**src/cmc_pkg.sv**
```systemverilog
// package: register map, field positions, reset values and timing counts of the mode control block
package cmc_pkg;

    // ------------------------------------------------------------------
    // register offsets
    // ------------------------------------------------------------------
    localparam logic [7:0] CMC_OFF_CTL0 = 8'h00;
    localparam logic [7:0] CMC_OFF_CTL1 = 8'h01;
    localparam logic [7:0] CMC_OFF_BTR0 = 8'h02;
    localparam logic [7:0] CMC_OFF_BTR1 = 8'h03;
    localparam logic [7:0] CMC_OFF_RFLG = 8'h04;
    localparam logic [7:0] CMC_OFF_IDAC = 8'h0b;
    localparam logic [7:0] CMC_OFF_STAT = 8'h0c;
    localparam logic [7:0] CMC_OFF_IDAR = 8'h10;
    localparam logic [7:0] CMC_OFF_IDMR = 8'h18;

    // ------------------------------------------------------------------
    // field positions
    // ------------------------------------------------------------------
    localparam int CMC_C0_INIT_REQ = 0;
    localparam int CMC_C0_SLEEP_REQ = 1;
    localparam int CMC_C0_WAKE_EN = 2;
    localparam int CMC_C0_TIMER_EN = 3;
    localparam int CMC_C0_STOP_WAIT = 5;
    localparam int CMC_C1_ENABLE = 7;
    localparam int CMC_C1_CLK_SRC = 6;
    localparam int CMC_C1_LOOPBACK = 5;
    localparam int CMC_C1_LISTEN = 4;
    localparam int CMC_C1_WAKE_FILT = 2;
    localparam int CMC_C1_SLEEP_ACK = 1;
    localparam int CMC_C1_INIT_ACK = 0;
    localparam int CMC_RF_WAKE = 7;
    localparam int CMC_RF_RX_STATE = 4;
    localparam int CMC_RF_TX_STATE = 2;
    localparam int CMC_RF_RX_FRAME = 0;

    // ------------------------------------------------------------------
    // reset values
    // ------------------------------------------------------------------
    localparam logic CMC_RST_INIT_REQ = 1'b1;
    localparam logic CMC_RST_LISTEN = 1'b1;
    localparam logic [7:0] CMC_RST_BYTE = 8'h00;

    // ------------------------------------------------------------------
    // timing
    // ------------------------------------------------------------------
    localparam int CMC_CLK_PERIOD_NS = 4;
    localparam int CMC_TWUP_NS = 2000;
    localparam int CMC_TWUP_CYCLES = (CMC_TWUP_NS + CMC_CLK_PERIOD_NS - 1) / CMC_CLK_PERIOD_NS;
    localparam int CMC_IDLE_BITS = 11;
    localparam int CMC_BUSOFF_SEQS = 128;

    typedef enum logic [1:0] {CMC_RUN, CMC_INIT, CMC_RESYNC} cmc_mode_type;

endpackage

```
**src/cmc_wake_filter.sv**
```systemverilog
// wake-up detector: raw dominant level or dominant pulse of a least length
`timescale 1ns/10ps
`default_nettype none
module cmc_wake_filter
    import cmc_pkg::*;
#(
    parameter int CYCLES = CMC_TWUP_CYCLES
) (
    input wire logic sys_clk,
    input wire logic rstn,
    input wire logic enable,
    input wire logic rx_bit,
    input wire logic filter_sel,
    output logic wake
);
    localparam int CW = $clog2(CYCLES + 1);
    localparam logic [CW-1:0] LAST = CW'(CYCLES - 1);

    logic [CW-1:0] run_len;
    wire dominant = enable & ~rx_bit;
    wire long_enough = dominant & (run_len == LAST);
    // unfiltered wakes on the first dominant sample; filtered needs the whole pulse
    wire hit = filter_sel ? long_enough : dominant;

    // ------------------------------------------------------------------
    // dominant run length; any recessive sample restarts the filter
    // ------------------------------------------------------------------
    always_ff @(posedge sys_clk) begin
        if (!rstn || !dominant) begin
            run_len <= '0;
        end else if (run_len != LAST) begin
            run_len <= run_len + 1'b1;
        end
    end

    always_ff @(posedge sys_clk) begin
        if (!rstn) begin
            wake <= 1'b0;
        end else begin
            wake <= hit;
        end
    end
endmodule
`default_nettype wire

```
**src/cmc_resync.sv**
```systemverilog
// bus integration counter: 11 recessive bits, or 128 such runs when bus-off
`timescale 1ns/10ps
`default_nettype none
module cmc_resync
    import cmc_pkg::*;
#(
    parameter int IDLE_BITS = CMC_IDLE_BITS,
    parameter int BUSOFF_SEQS = CMC_BUSOFF_SEQS
) (
    input wire logic sys_clk,
    input wire logic rstn,
    input wire logic active,
    input wire logic bit_tick,
    input wire logic rx_bit,
    input wire logic bus_off,
    output logic done
);
    localparam logic [3:0] BITS_LAST = 4'(IDLE_BITS - 1);
    localparam logic [7:0] SEQ_LAST = 8'(BUSOFF_SEQS - 1);

    logic [3:0] bit_cnt;
    logic [7:0] seq_cnt;
    wire run_end = bit_tick & rx_bit & (bit_cnt == BITS_LAST);
    wire finished = run_end & (!bus_off || seq_cnt == SEQ_LAST);

    // ------------------------------------------------------------------
    // a dominant bit restarts only the current run, not the run count
    // ------------------------------------------------------------------
    always_ff @(posedge sys_clk) begin
        if (!rstn || !active) begin
            bit_cnt <= '0;
            seq_cnt <= '0;
        end else if (bit_tick) begin
            if (!rx_bit || run_end) begin
                bit_cnt <= '0;
            end else begin
                bit_cnt <= bit_cnt + 1'b1;
            end
            if (run_end) begin
                seq_cnt <= seq_cnt + 1'b1;
            end
        end
    end

    always_ff @(posedge sys_clk) begin
        if (!rstn) begin
            done <= 1'b0;
        end else begin
            done <= active & finished;
        end
    end
endmodule
`default_nettype wire

```
**src/cmc_mode_ctrl.sv**
```systemverilog
// mode control: control registers, sleep and init handshakes, transmit pin safety
//
// Functional notes
// - stop, or wait with stop_in_wait, forces recessive
// - init request forces transmit pin recessive at once
// - sleep request clear ignored until sleep acknowledged
// - init request clear ignored until init acknowledged
// - init entry resets control 0 except three bits
// - init keeps tx/rx state fields, clears flags
// - control 1 always readable, writable only in init
// - enable bit write-once normal, repeatable special
// - clock source bit selects oscillator or bus clock
// - loopback feeds transmitter to receiver, pin recessive
// - loopback frame counts as received, ack ignored
// - listen-only receives, sends no ack or errors
// - listen-only freezes error counters, blocks transmission
// - wake filter select: any dominant or long pulse
// - sleep ack set on sleep, cleared on wake
// - init ack flag reports init mode entered
// - timing and acceptance registers writable only in init
// - sleep entered only while bus idle
// - init request aborts traffic and drops synchronization
// - resync after 11 recessive bits, 128 runs bus-off
//
// Local design decision: the plain strobed port.
`timescale 1ns/10ps
`default_nettype none
module cmc_mode_ctrl
    import cmc_pkg::*;
#(
    parameter int TWUP_CYCLES = CMC_TWUP_CYCLES,
    parameter int IDLE_BITS = CMC_IDLE_BITS,
    parameter int BUSOFF_SEQS = CMC_BUSOFF_SEQS
) (
    input wire logic sys_clk,
    input wire logic rstn,
    input wire logic [7:0] reg_addr,
    input wire logic [7:0] reg_wdata,
    input wire logic reg_wr,
    input wire logic reg_rd,
    output logic [7:0] reg_rdata,
    input wire logic special_mode,
    input wire logic cpu_stop,
    input wire logic cpu_wait,
    input wire logic bus_rx_pin,
    input wire logic pe_tx_bit,
    input wire logic pe_rx_busy,
    input wire logic pe_tx_pending,
    input wire logic pe_bus_off,
    input wire logic pe_bit_tick,
    input wire logic pe_rx_frame_event,
    input wire logic [1:0] tx_state_field_in,
    input wire logic [1:0] rx_state_field_in,
    output logic bus_tx_pin,
    output logic pe_rx_bit,
    output logic pe_abort,
    output logic pe_synced,
    output logic pe_loopback,
    output logic pe_ack_enable,
    output logic pe_err_frame_enable,
    output logic pe_counter_freeze,
    output logic pe_tx_enable,
    output logic module_enable_bit,
    output logic clock_source_select,
    output logic timer_enable,
    output logic [7:0] bit_timing_reg_0,
    output logic [7:0] bit_timing_reg_1,
    output logic [7:0] acceptance_control_reg
);
    // ------------------------------------------------------------------
    // state
    // ------------------------------------------------------------------
    cmc_mode_type mode;
    cmc_mode_type next_mode;
    logic init_request;
    logic sleep_request;
    logic wake_enable;
    logic stop_in_wait;
    logic init_ack;
    logic sleep_ack;
    logic enable_locked;
    logic loopback_select;
    logic listen_only;
    logic wake_filter_select;
    logic wake_flag;
    logic rx_frame_flag;
    logic [1:0] tx_state_field;
    logic [1:0] rx_state_field;
    logic [7:0] acceptance_code_regs [0:7];
    logic [7:0] acceptance_mask_regs [0:7];
    logic wake_hit;
    logic resync_done;

    // ------------------------------------------------------------------
    // address decode
    // ------------------------------------------------------------------
    wire init_active = init_request & init_ack;
    wire wr_ctl0 = reg_wr & (reg_addr == CMC_OFF_CTL0);
    wire wr_ctl1 = reg_wr & (reg_addr == CMC_OFF_CTL1) & init_active;
    wire wr_btr0 = reg_wr & (reg_addr == CMC_OFF_BTR0) & init_active;
    wire wr_btr1 = reg_wr & (reg_addr == CMC_OFF_BTR1) & init_active;
    wire wr_idac = reg_wr & (reg_addr == CMC_OFF_IDAC) & init_active;
    wire wr_rflg = reg_wr & (reg_addr == CMC_OFF_RFLG) & ~init_active;
    wire wr_idar = reg_wr & (reg_addr[7:3] == CMC_OFF_IDAR[7:3]) & init_active;
    wire wr_idmr = reg_wr & (reg_addr[7:3] == CMC_OFF_IDMR[7:3]) & init_active;
    wire [2:0] acc_idx = reg_addr[2:0];

    // ------------------------------------------------------------------
    // handshake requests
    // ------------------------------------------------------------------
    // a wake that meets a sleep request write in the same cycle wins and clears the request
    wire bus_idle = ~pe_rx_busy & ~pe_tx_pending;
    wire woke = wake_hit & sleep_ack & wake_enable;
    wire next_init_request = wr_ctl0
        ? (reg_wdata[CMC_C0_INIT_REQ] | (init_request & ~init_ack))
        : init_request;
    wire sleep_wr_val = reg_wdata[CMC_C0_SLEEP_REQ] & ~wake_flag;
    wire sleep_wr = sleep_wr_val | (sleep_request & ~sleep_ack);
    wire next_sleep_request = woke ? 1'b0 : (wr_ctl0 ? sleep_wr : sleep_request);
    wire entering_init = init_request & (mode != CMC_INIT);
    wire next_sleep_ack = sleep_request & ~woke & ~init_request
        & (sleep_ack | (bus_idle & mode == CMC_RUN));
    wire enable_wr_ok = wr_ctl1 & (special_mode | ~enable_locked);

    // ------------------------------------------------------------------
    // mode sequencer: run, init, bus integration after init
    // ------------------------------------------------------------------
    always_comb begin
        next_mode = mode;
        case (mode)
            CMC_RUN: begin
                if (init_request) begin
                    next_mode = CMC_INIT;
                end
            end
            CMC_INIT: begin
                if (!init_request) begin
                    next_mode = CMC_RESYNC;
                end
            end
            CMC_RESYNC: begin
                if (init_request) begin
                    next_mode = CMC_INIT;
                end else if (resync_done) begin
                    next_mode = CMC_RUN;
                end
            end
            default: begin
                next_mode = CMC_INIT;
            end
        endcase
    end

    always_ff @(posedge sys_clk) begin
        if (!rstn) begin
            mode <= CMC_INIT;
            init_ack <= CMC_RST_INIT_REQ;
        end else begin
            mode <= next_mode;
            init_ack <= (next_mode == CMC_INIT);
        end
    end

    // ------------------------------------------------------------------
    // control 0: requests and wake enable survive init entry, stop_in_wait and timer_enable are held cleared
    // ------------------------------------------------------------------
    always_ff @(posedge sys_clk) begin
        if (!rstn) begin
            init_request <= CMC_RST_INIT_REQ;
            sleep_request <= 1'b0;
            wake_enable <= 1'b0;
            stop_in_wait <= 1'b0;
            timer_enable <= 1'b0;
        end else begin
            init_request <= next_init_request;
            sleep_request <= next_sleep_request;
            if (wr_ctl0) begin
                wake_enable <= reg_wdata[CMC_C0_WAKE_EN];
            end
            if (entering_init || init_active) begin
                stop_in_wait <= 1'b0;
                timer_enable <= 1'b0;
            end else if (wr_ctl0) begin
                stop_in_wait <= reg_wdata[CMC_C0_STOP_WAIT];
                timer_enable <= reg_wdata[CMC_C0_TIMER_EN];
            end
        end
    end

    always_ff @(posedge sys_clk) begin
        if (!rstn) begin
            sleep_ack <= 1'b0;
        end else begin
            sleep_ack <= next_sleep_ack;
        end
    end

    // ------------------------------------------------------------------
    // control 1 configuration, changeable only inside init
    // ------------------------------------------------------------------
    always_ff @(posedge sys_clk) begin
        if (!rstn) begin
            module_enable_bit <= 1'b0;
            enable_locked <= 1'b0;
            clock_source_select <= 1'b0;
            loopback_select <= 1'b0;
            listen_only <= CMC_RST_LISTEN;
            wake_filter_select <= 1'b0;
        end else begin
            if (enable_wr_ok) begin
                module_enable_bit <= reg_wdata[CMC_C1_ENABLE];
                enable_locked <= 1'b1;
            end
            if (wr_ctl1) begin
                clock_source_select <= reg_wdata[CMC_C1_CLK_SRC];
                loopback_select <= reg_wdata[CMC_C1_LOOPBACK];
                listen_only <= reg_wdata[CMC_C1_LISTEN];
                wake_filter_select <= reg_wdata[CMC_C1_WAKE_FILT];
            end
        end
    end

    // ------------------------------------------------------------------
    // timing and acceptance registers
    // ------------------------------------------------------------------
    always_ff @(posedge sys_clk) begin
        if (!rstn) begin
            bit_timing_reg_0 <= CMC_RST_BYTE;
            bit_timing_reg_1 <= CMC_RST_BYTE;
            acceptance_control_reg <= CMC_RST_BYTE;
        end else begin
            if (wr_btr0) begin
                bit_timing_reg_0 <= reg_wdata;
            end
            if (wr_btr1) begin
                bit_timing_reg_1 <= reg_wdata;
            end
            if (wr_idac) begin
                acceptance_control_reg <= reg_wdata;
            end
        end
    end

    genvar gi;
    generate
        for (gi = 0; gi < 8; gi++) begin : g_acc
            always_ff @(posedge sys_clk) begin
                if (!rstn) begin
                    acceptance_code_regs[gi] <= CMC_RST_BYTE;
                    acceptance_mask_regs[gi] <= CMC_RST_BYTE;
                end else begin
                    if (wr_idar && acc_idx == 3'(gi)) begin
                        acceptance_code_regs[gi] <= reg_wdata;
                    end
                    if (wr_idmr && acc_idx == 3'(gi)) begin
                        acceptance_mask_regs[gi] <= reg_wdata;
                    end
                end
            end
        end
    endgenerate

    // ------------------------------------------------------------------
    // receiver flags: write one clears, init clears flags but not states
    // ------------------------------------------------------------------
    always_ff @(posedge sys_clk) begin
        if (!rstn) begin
            wake_flag <= 1'b0;
            rx_frame_flag <= 1'b0;
            tx_state_field <= 2'h0;
            rx_state_field <= 2'h0;
        end else begin
            tx_state_field <= tx_state_field_in;
            rx_state_field <= rx_state_field_in;
            if (init_active) begin
                wake_flag <= 1'b0;
                rx_frame_flag <= 1'b0;
            end else begin
                wake_flag <= woke | (wake_flag & ~(wr_rflg & reg_wdata[CMC_RF_WAKE]));
                rx_frame_flag <= pe_rx_frame_event
                    | (rx_frame_flag & ~(wr_rflg & reg_wdata[CMC_RF_RX_FRAME]));
            end
        end
    end

    // ------------------------------------------------------------------
    // pin and protocol engine controls
    // ------------------------------------------------------------------
    // every route to a dominant bit passes this gate, so a late mode
    // change can never leave the pin driven dominant
    wire force_recessive = cpu_stop | (cpu_wait & stop_in_wait)
        | init_request
        | loopback_select
        | listen_only
        | (mode != CMC_RUN) | sleep_ack | ~module_enable_bit;

    always_ff @(posedge sys_clk) begin
        if (!rstn) begin
            bus_tx_pin <= 1'b1;
            pe_rx_bit <= 1'b1;
            pe_abort <= CMC_RST_INIT_REQ;
            pe_synced <= 1'b0;
            pe_loopback <= 1'b0;
            pe_ack_enable <= 1'b0;
            pe_err_frame_enable <= 1'b0;
            pe_counter_freeze <= CMC_RST_LISTEN;
            pe_tx_enable <= 1'b0;
        end else begin
            bus_tx_pin <= force_recessive | pe_tx_bit;
            pe_rx_bit <= loopback_select ? pe_tx_bit : bus_rx_pin;
            pe_abort <= init_request;
            pe_synced <= (next_mode == CMC_RUN);
            pe_loopback <= loopback_select;
            pe_ack_enable <= ~listen_only & ~loopback_select;
            pe_err_frame_enable <= ~listen_only;
            pe_counter_freeze <= listen_only;
            pe_tx_enable <= ~listen_only & module_enable_bit;
        end
    end

    // ------------------------------------------------------------------
    // read path: one cycle latency, unmapped addresses read zero
    // ------------------------------------------------------------------
    wire [7:0] ctl0_view = {2'b00, stop_in_wait, 1'b0, timer_enable,
        wake_enable, sleep_request, init_request};
    wire [7:0] ctl1_view = {module_enable_bit, clock_source_select, loopback_select,
        listen_only, 1'b0, wake_filter_select, sleep_ack, init_ack};
    wire [7:0] rflg_view = {wake_flag, 1'b0, rx_state_field, tx_state_field,
        1'b0, rx_frame_flag};
    wire [7:0] stat_view = {6'h00, pe_bus_off, pe_synced};
    logic [7:0] next_rdata;

    always_comb begin
        next_rdata = 8'h00;
        if (reg_addr[7:3] == CMC_OFF_IDAR[7:3]) begin
            next_rdata = acceptance_code_regs[acc_idx];
        end else if (reg_addr[7:3] == CMC_OFF_IDMR[7:3]) begin
            next_rdata = acceptance_mask_regs[acc_idx];
        end else begin
            case (reg_addr)
                CMC_OFF_CTL0: next_rdata = ctl0_view;
                CMC_OFF_CTL1: next_rdata = ctl1_view;
                CMC_OFF_BTR0: next_rdata = bit_timing_reg_0;
                CMC_OFF_BTR1: next_rdata = bit_timing_reg_1;
                CMC_OFF_RFLG: next_rdata = rflg_view;
                CMC_OFF_IDAC: next_rdata = acceptance_control_reg;
                CMC_OFF_STAT: next_rdata = stat_view;
                default: next_rdata = 8'h00;
            endcase
        end
    end

    always_ff @(posedge sys_clk) begin
        if (!rstn) begin
            reg_rdata <= 8'h00;
        end else begin
            reg_rdata <= reg_rd ? next_rdata : 8'h00;
        end
    end

    // ------------------------------------------------------------------
    // helpers
    // ------------------------------------------------------------------
    cmc_wake_filter #(.CYCLES(TWUP_CYCLES)) u_wake (
        .sys_clk(sys_clk),
        .rstn(rstn),
        .enable(sleep_ack & wake_enable),
        .rx_bit(bus_rx_pin),
        .filter_sel(wake_filter_select),
        .wake(wake_hit)
    );

    cmc_resync #(.IDLE_BITS(IDLE_BITS), .BUSOFF_SEQS(BUSOFF_SEQS)) u_resync (
        .sys_clk(sys_clk),
        .rstn(rstn),
        .active(mode == CMC_RESYNC),
        .bit_tick(pe_bit_tick),
        .rx_bit(pe_rx_bit),
        .bus_off(pe_bus_off),
        .done(resync_done)
    );
endmodule
`default_nettype wire

```
**config.mk**
```make
export PLATFORM = sky130hd
export DESIGN_NAME = cmc_mode_ctrl
export DESIGN_NICKNAME = d
export VERILOG_FILES = /design/src/cmc_pkg.sv /design/src/cmc_wake_filter.sv /design/src/cmc_resync.sv /design/src/cmc_mode_ctrl.sv
export SDC_FILE = /design/constraint.sdc
export NUM_CORES = 1
export LEC_CHECK = 0
export BUFFER_PORTS_ARGS = -buffer_cell sky130_fd_sc_hd__buf_2
export CORE_MARGIN = 2
export CORE_UTILIZATION = 35
export DETAILED_ROUTE_END_ITERATION = 6
export PLACE_DENSITY = 0.59
export REMOVE_ABC_BUFFERS = 1
export SYNTH_ARGS = -nofsm -noshare
export SYNTH_HDL_FRONTEND = slang
export SYNTH_HIERARCHICAL = 1
export SYNTH_SLANG_ARGS = --single-unit
```
**constraint.sdc**
```tcl
create_clock -name sys_clk -period 3.6 [get_ports sys_clk]
set_input_delay 0.18 -clock sys_clk [delete_from_list [all_inputs] [get_ports sys_clk]]
set_output_delay 0.18 -clock sys_clk [all_outputs]
set_load 0.02 [all_outputs]
```
Word-level counts from Yosys, hierarchy flattened:

Memories as Yosys holds them, arrays and structs flattened.
Cells that the tools add are included.

* bitwise operators: 88
* mux-type cells: 76
* reduce and logical (&&, ||, !) cells: 36
* equal/unequal tests: 23
* add/subtract/negate cells: 3

Operators with widths (count)
* $mux W8: 18
* $pmux W8 S7: 1
* $mux W1: 51
* $and A1 B1 Y1: 42
* $or A1 B1 Y1: 30
* $eq A8 B2 Y1 const B: 2
* $eq A8 B4 Y1 const B: 2
* $logic_and A1 B1 Y1: 16
* $not A1 Y1: 16
* $eq A3 B3 Y1 const B: 4
* $eq A5 B2 Y1 const B: 2
* $add A9 B1 Y9 const B: 1
* $eq A9 B9 Y1 const B: 1
* $ne A9 B9 Y1 const B: 1
* $add A8 B1 Y8 const B: 1
* $eq A8 B1 Y1 const B: 1
* $eq A8 B3 Y1 const B: 1
* $eq A8 B7 Y1 const B: 1
* $logic_not A8 Y1: 1
* $mux W2: 4
* $eq A3 B2 Y1 const B: 2
* $pmux W2 S3: 1
* $reduce_or A2 Y1: 3
* $logic_not A1 Y1: 5
* other kinds (12): 19

* memories: 2
* output and inout bits: 44
* register bits after elaboration: 85
* RAM bits: 128
* word-level logic and storage cells: 264
* input bits: 34

Memory list
* acceptance_code_regs: words 8, bits a word 8, read ports 1, clocked after memory_dff 0, wr ports 8, RTL line cmc_mode_ctrl.sv:89 `logic [7:0] acceptance_code_regs [0:7];`
* acceptance_mask_regs: words 8, bits a word 8, read ports 1, clocked after memory_dff 0, wr ports 8, RTL line cmc_mode_ctrl.sv:90 `logic [7:0] acceptance_mask_regs [0:7];`

Depth between registers and ports, before layout:

* depth after elaboration: 9
* gate-level depth with buffers: 8
* depth with buffers taken out: 5

By module:

The synthesis kept the hierarchy.

Modules (own cells, without submodules)
* cmc_mode_ctrl: area each 8685.8 sq um, times used 1, cells an instance 698
* cmc_resync: area each 681.9 sq um, times used 1, cells an instance 75
* cmc_wake_filter: area each 451.7 sq um, times used 1, cells an instance 49

Least setup slack after synthesis:

Ideal clock, no wire load.

* kind: input-to-reg
* start point: in reg_addr[3]
* end point: mem acceptance_mask_regs[1][0], enable pin
* arrival: 2.042 ns
* setup time: 0.384 ns
* stages: 5
* buffers on the path: 1
* path slack: 1.174 ns
* path through: buf_2 or4bb_1 nand2b_1 or2_2 o21ai_0

RTL lines
* from (decl): RTL line cmc_mode_ctrl.sv:37 `input wire logic [7:0] reg_addr,`
* to (decl): RTL line cmc_mode_ctrl.sv:90

Worst setup path in the final report:

* start point: reg init_request
* end point: reg bit_timing_reg_1[5]

* cells in the longest elaborated chain, start to end: 2

RTL lines
* from (decl): RTL line cmc_mode_ctrl.sv:75 `logic init_request;`
* from (signal assigned): RTL line cmc_mode_ctrl.sv:175 `init_request <= next_init_request;`
* $and A1 B1 Y1: RTL line cmc_mode_ctrl.sv:97 `wire init_active = init_request & init_ack;`
* $and A1 B1 Y1: RTL line cmc_mode_ctrl.sv:101 `wire wr_btr1 = reg_wr & (reg_addr == CMC_OFF_BTR1) & init_active;`
* to (signal assigned): RTL line cmc_mode_ctrl.sv:236 `bit_timing_reg_1 <= reg_wdata;`
* to (decl): RTL line cmc_mode_ctrl.sv:67 `output logic [7:0] bit_timing_reg_1,`

Every way passes these cells.
A chain may end at the register's enable or synchronous reset.

==> flow_summary.json <==
{
  "synth.yosys.seq_area_share_pct": 56.5,
  "clkTransAtPathRegs_ps": 60,
  "timing.critical_path.fanout_max": 10,
  "hpwl_after_dpl_mm": 18.9,
  "hold_class": "in -> reg",
  "post-route-min-period_ps": 2110,
  "place_worst_setup_slack_ps": 961,
  "comb_power_share_pct": 5.8,
  "most-common-layout-cells": "sky130_fd_sc_hd__edfxtp_1, sky130_fd_sc_hd__and2_1, sky130_fd_sc_hd__dfxtp_1",
  "finalSetupViolCount": 0,
  "fp.dieW_um": 171,
  "finalHoldViolCount": 0,
  "drt_iter0_markers": 625,
  "power_leakage_nw": 4.43,
  "tritoncts_clock_tree": "done",
  "place.gp.congestion": 0.849,
  "final.setup.worst_slack_ps": 1490,
  "fp-row-count": 61,
  "antenna_cells": 0,
  "final.hold.worst_slack_ps": 19.1,
  "cp_class": "reg -> reg",
  "synth_cells": 822,
  "route.final.wire_length_mm": 27.2,
  "die_area_mm2": 0.0294,
  "global_route.overflow_total": 0,
  "cts-buffers-inserted": 24,
  "fin_worst_skew_ps": 10.7,
  "ys_warn_count": 6,
  "cell_internal_pwr_mw": 4.07,
  "worst_slew_pin_slew_ps": 790,
  "seq_power_share_pct": 50.3,
  "die_y_um": 171,
  "finalSetupTns_ps": 0,
  "number_of_instances_on_the_worst_hold_path": 3,
  "max_freq_ghz": 0.474,
  "avgRoutedWirePerCell_um": 20.9,
  "detail_route.drc_violations": 0,
  "power_switching_share_pct": 22.3,
  "grt_pass1_vias": 6643,
  "clkPwrFrac_pct": 43.8,
  "cp-end-kind": "register",
  "synthesis.area_per_instance_um2": 11.9,
  "netlist_area_mm2": 0.00982,
  "yosysTopAreaCellShare_pct": 39.1,
  "cap_violations": 0,
  "irDropWorstVdd_v": 0.000298,
  "report.final.slew_viol_count": 0,
  "routed_via_density": 5.22,
  "ant_nets": 0,
  "start_util_pct": 35.4,
  "pin_count": 78,
  "ys_dominant_reg_cell": "sky130_fd_sc_hd__edfxtp_1",
  "post-synth-top-area-cell": "sky130_fd_sc_hd__edfxtp_1",
  "rel_slew_slack_pct": 47.3,
  "number_of_fillers_in_the_final_layout": 2616,
  "fin_crit_sh_pct": 58.7,
  "fin_nets": 948,
  "required_time_at_the_endpoint_of_the_critical_path_ps": 4010,
  "fp.coreArea_mm2": 0.0277,
  "most_frequent_standard_cell_in_the_layout_excluding_fill_and_tap_cells": "sky130_fd_sc_hd__edfxtp_1",
  "port-buffer-count": 77,
  "clk-insertion-delay-late_ps": 520,
  "timing.critical_path.from_type": "register",
  "synth_async_sr_flop_share_pct": 0,
  "status": "finished, final reports clean",
  "grt_setup_unrepaired": "false",
  "number_of_flops_mapped_to_enable_cells_by_yosys": 128,
  "power.density_mw_per_mm2": 456,
  "cts_num_sinks": 213,
  "drt-pass1-iter-count": 5,
  "grt_first_pass_wirelength_mm": 41.4,
  "largest_registers": "acceptance_code_regs: 64 flops, acceptance_mask_regs: 64 flops, u_wake/run_len: 9 flops",
  "drive_gt1_share_pct": 19.0,
  "synth.top_cells.by_area": "sky130_fd_sc_hd__edfxtp_1, sky130_fd_sc_hd__dfxtp_1, sky130_fd_sc_hd__and2_1",
  "dr_total_vias": 6822,
  "worstRegToRegCells": 4,
  "grt_max_degree": 45,
  "synth-seq-cells": 213,
  "initial_antenna_violation_count": 0,
  "layout-area-overhead-vs-synth_pct": 17.0,
  "cts_max_level": 1,
  "synthDistinctLibCells": 68,
  "cp_data_arrival_time_ps": 2520,
  "clk_root_buffer_cell": "sky130_fd_sc_hd__clkbuf_16",
  "cts_max_path_buffers": 3,
  "groute.usage.overall_pct": 18.8,
  "net-switching-power_mw": 1.17
}
==> critical path: stages (launching register included) <==
cell and delay (ps):
sky130_fd_sc_hd__dfxtp_1 540, sky130_fd_sc_hd__nand3_1 270, sky130_fd_sc_hd__or4b_1 880, sky130_fd_sc_hd__mux2i_1 250, sky130_fd_sc_hd__nor2b_1 60
==> synthesized netlist by cell type (4+ instances only) <==
library cell,instances
sky130_fd_sc_hd__o221ai_1,6
sky130_fd_sc_hd__nand3_1,17
sky130_fd_sc_hd__edfxtp_1,128
sky130_fd_sc_hd__o21ai_0,29
sky130_fd_sc_hd__nand4_1,13
sky130_fd_sc_hd__a21boi_0,4
sky130_fd_sc_hd__nor4_1,6
sky130_fd_sc_hd__o211ai_1,7
sky130_fd_sc_hd__a22oi_1,14
sky130_fd_sc_hd__buf_2,14
sky130_fd_sc_hd__and2_1,105
sky130_fd_sc_hd__nand2b_1,9
sky130_fd_sc_hd__nor3_1,37
sky130_fd_sc_hd__or3_1,9
sky130_fd_sc_hd__mux2_2,7
sky130_fd_sc_hd__a21oi_1,17
sky130_fd_sc_hd__o2bb2ai_1,5
sky130_fd_sc_hd__mux2i_1,63
sky130_fd_sc_hd__o22ai_1,5
sky130_fd_sc_hd__inv_1,18
sky130_fd_sc_hd__mux4_2,21
sky130_fd_sc_hd__ha_1,4
sky130_fd_sc_hd__a221oi_1,4
sky130_fd_sc_hd__o31ai_1,5
sky130_fd_sc_hd__or4_1,4
sky130_fd_sc_hd__nor2_1,31
sky130_fd_sc_hd__clkbuf_1,35
sky130_fd_sc_hd__dfxtp_1,85
sky130_fd_sc_hd__nor2b_1,38
sky130_fd_sc_hd__nand2_1,27
==> worst paths after layout <==
check | start | end | slack [ps]
setup / recovery | init_request | bit_timing_reg_1[5] | 1490
hold / removal | reg_wdata[7] | bit_timing_reg_1[7] | 20
setup reg to reg | init_request | bit_timing_reg_1[5] | 1490
hold reg to reg | enable_locked | enable_locked | 470
==> power by group through the flow <==
stage,logic (mW),registers (mW),clock network [mW]
floorplan,0.124,2.68,0
global placement,0.296,2.68,0
detailed placement,0.299,2.68,0
CTS,0.308,2.63,2.34
global route,0.328,2.64,2.44
finish,0.306,2.63,2.29
==> area by class of cell <==
class                      instances  area (µm²)  area share [%]
clock buffer                      40         712            6.20
clock inverter                     4        20.0           0.174
inverter                          20        75.1           0.654
multi-input combinational        535        3950            34.4
sequential                       213        5550            48.3
tap                              378         473            4.12
timing repair buffer             116         711            6.19
==> per-stage QoR <==
stage               power (mW)  utilization [%]  instances  cell area [µm²]
detailed placement        2.98             38.4       1249            10600
floorplan                 2.80                -        768             9570
CTS                       5.28             41.5       1306            11500
global route              5.40             41.5       1306            11500
finish                    5.23             41.5       1306            11500
global placement          2.98             38.4       1249            10600
==> layer usage <==
| metal | vias up | track usage, % | part of all wire (%) |
|---|---|---|---|
| met3 | 39 | 3.52 | 6.2 |
| li1 | 3232 | - | - |
| met2 | 197 | 30.2 | 47 |
| met4 | 0 | 4.42 | 1.8 |
| met5 | - | 0 | 0 |
| met1 | 3354 | 26.2 | 45 |
==> timing repair <==
item / CTS / global route
hold buffers: 13 / 0
endpoints found under the hold margin: 9 / 0
gates resized for setup: 0 / 0
setup buffers: 0 / 0
==> logic make-up after synthesis <==
group	Yosys count	share of synthesized area, %
AND/OR/NAND/NOR	322	19.3
multiplexers	91	12.0
adder cells (fa/ha/maj)	4	0.510
buffers and inverters	74	3.29
XOR/XNOR	3	0.268
flip-flops	213	56.5
AO/OA/AOI/OAI	115	8.10
Note: power is estimated with default switching activity, not from simulation.
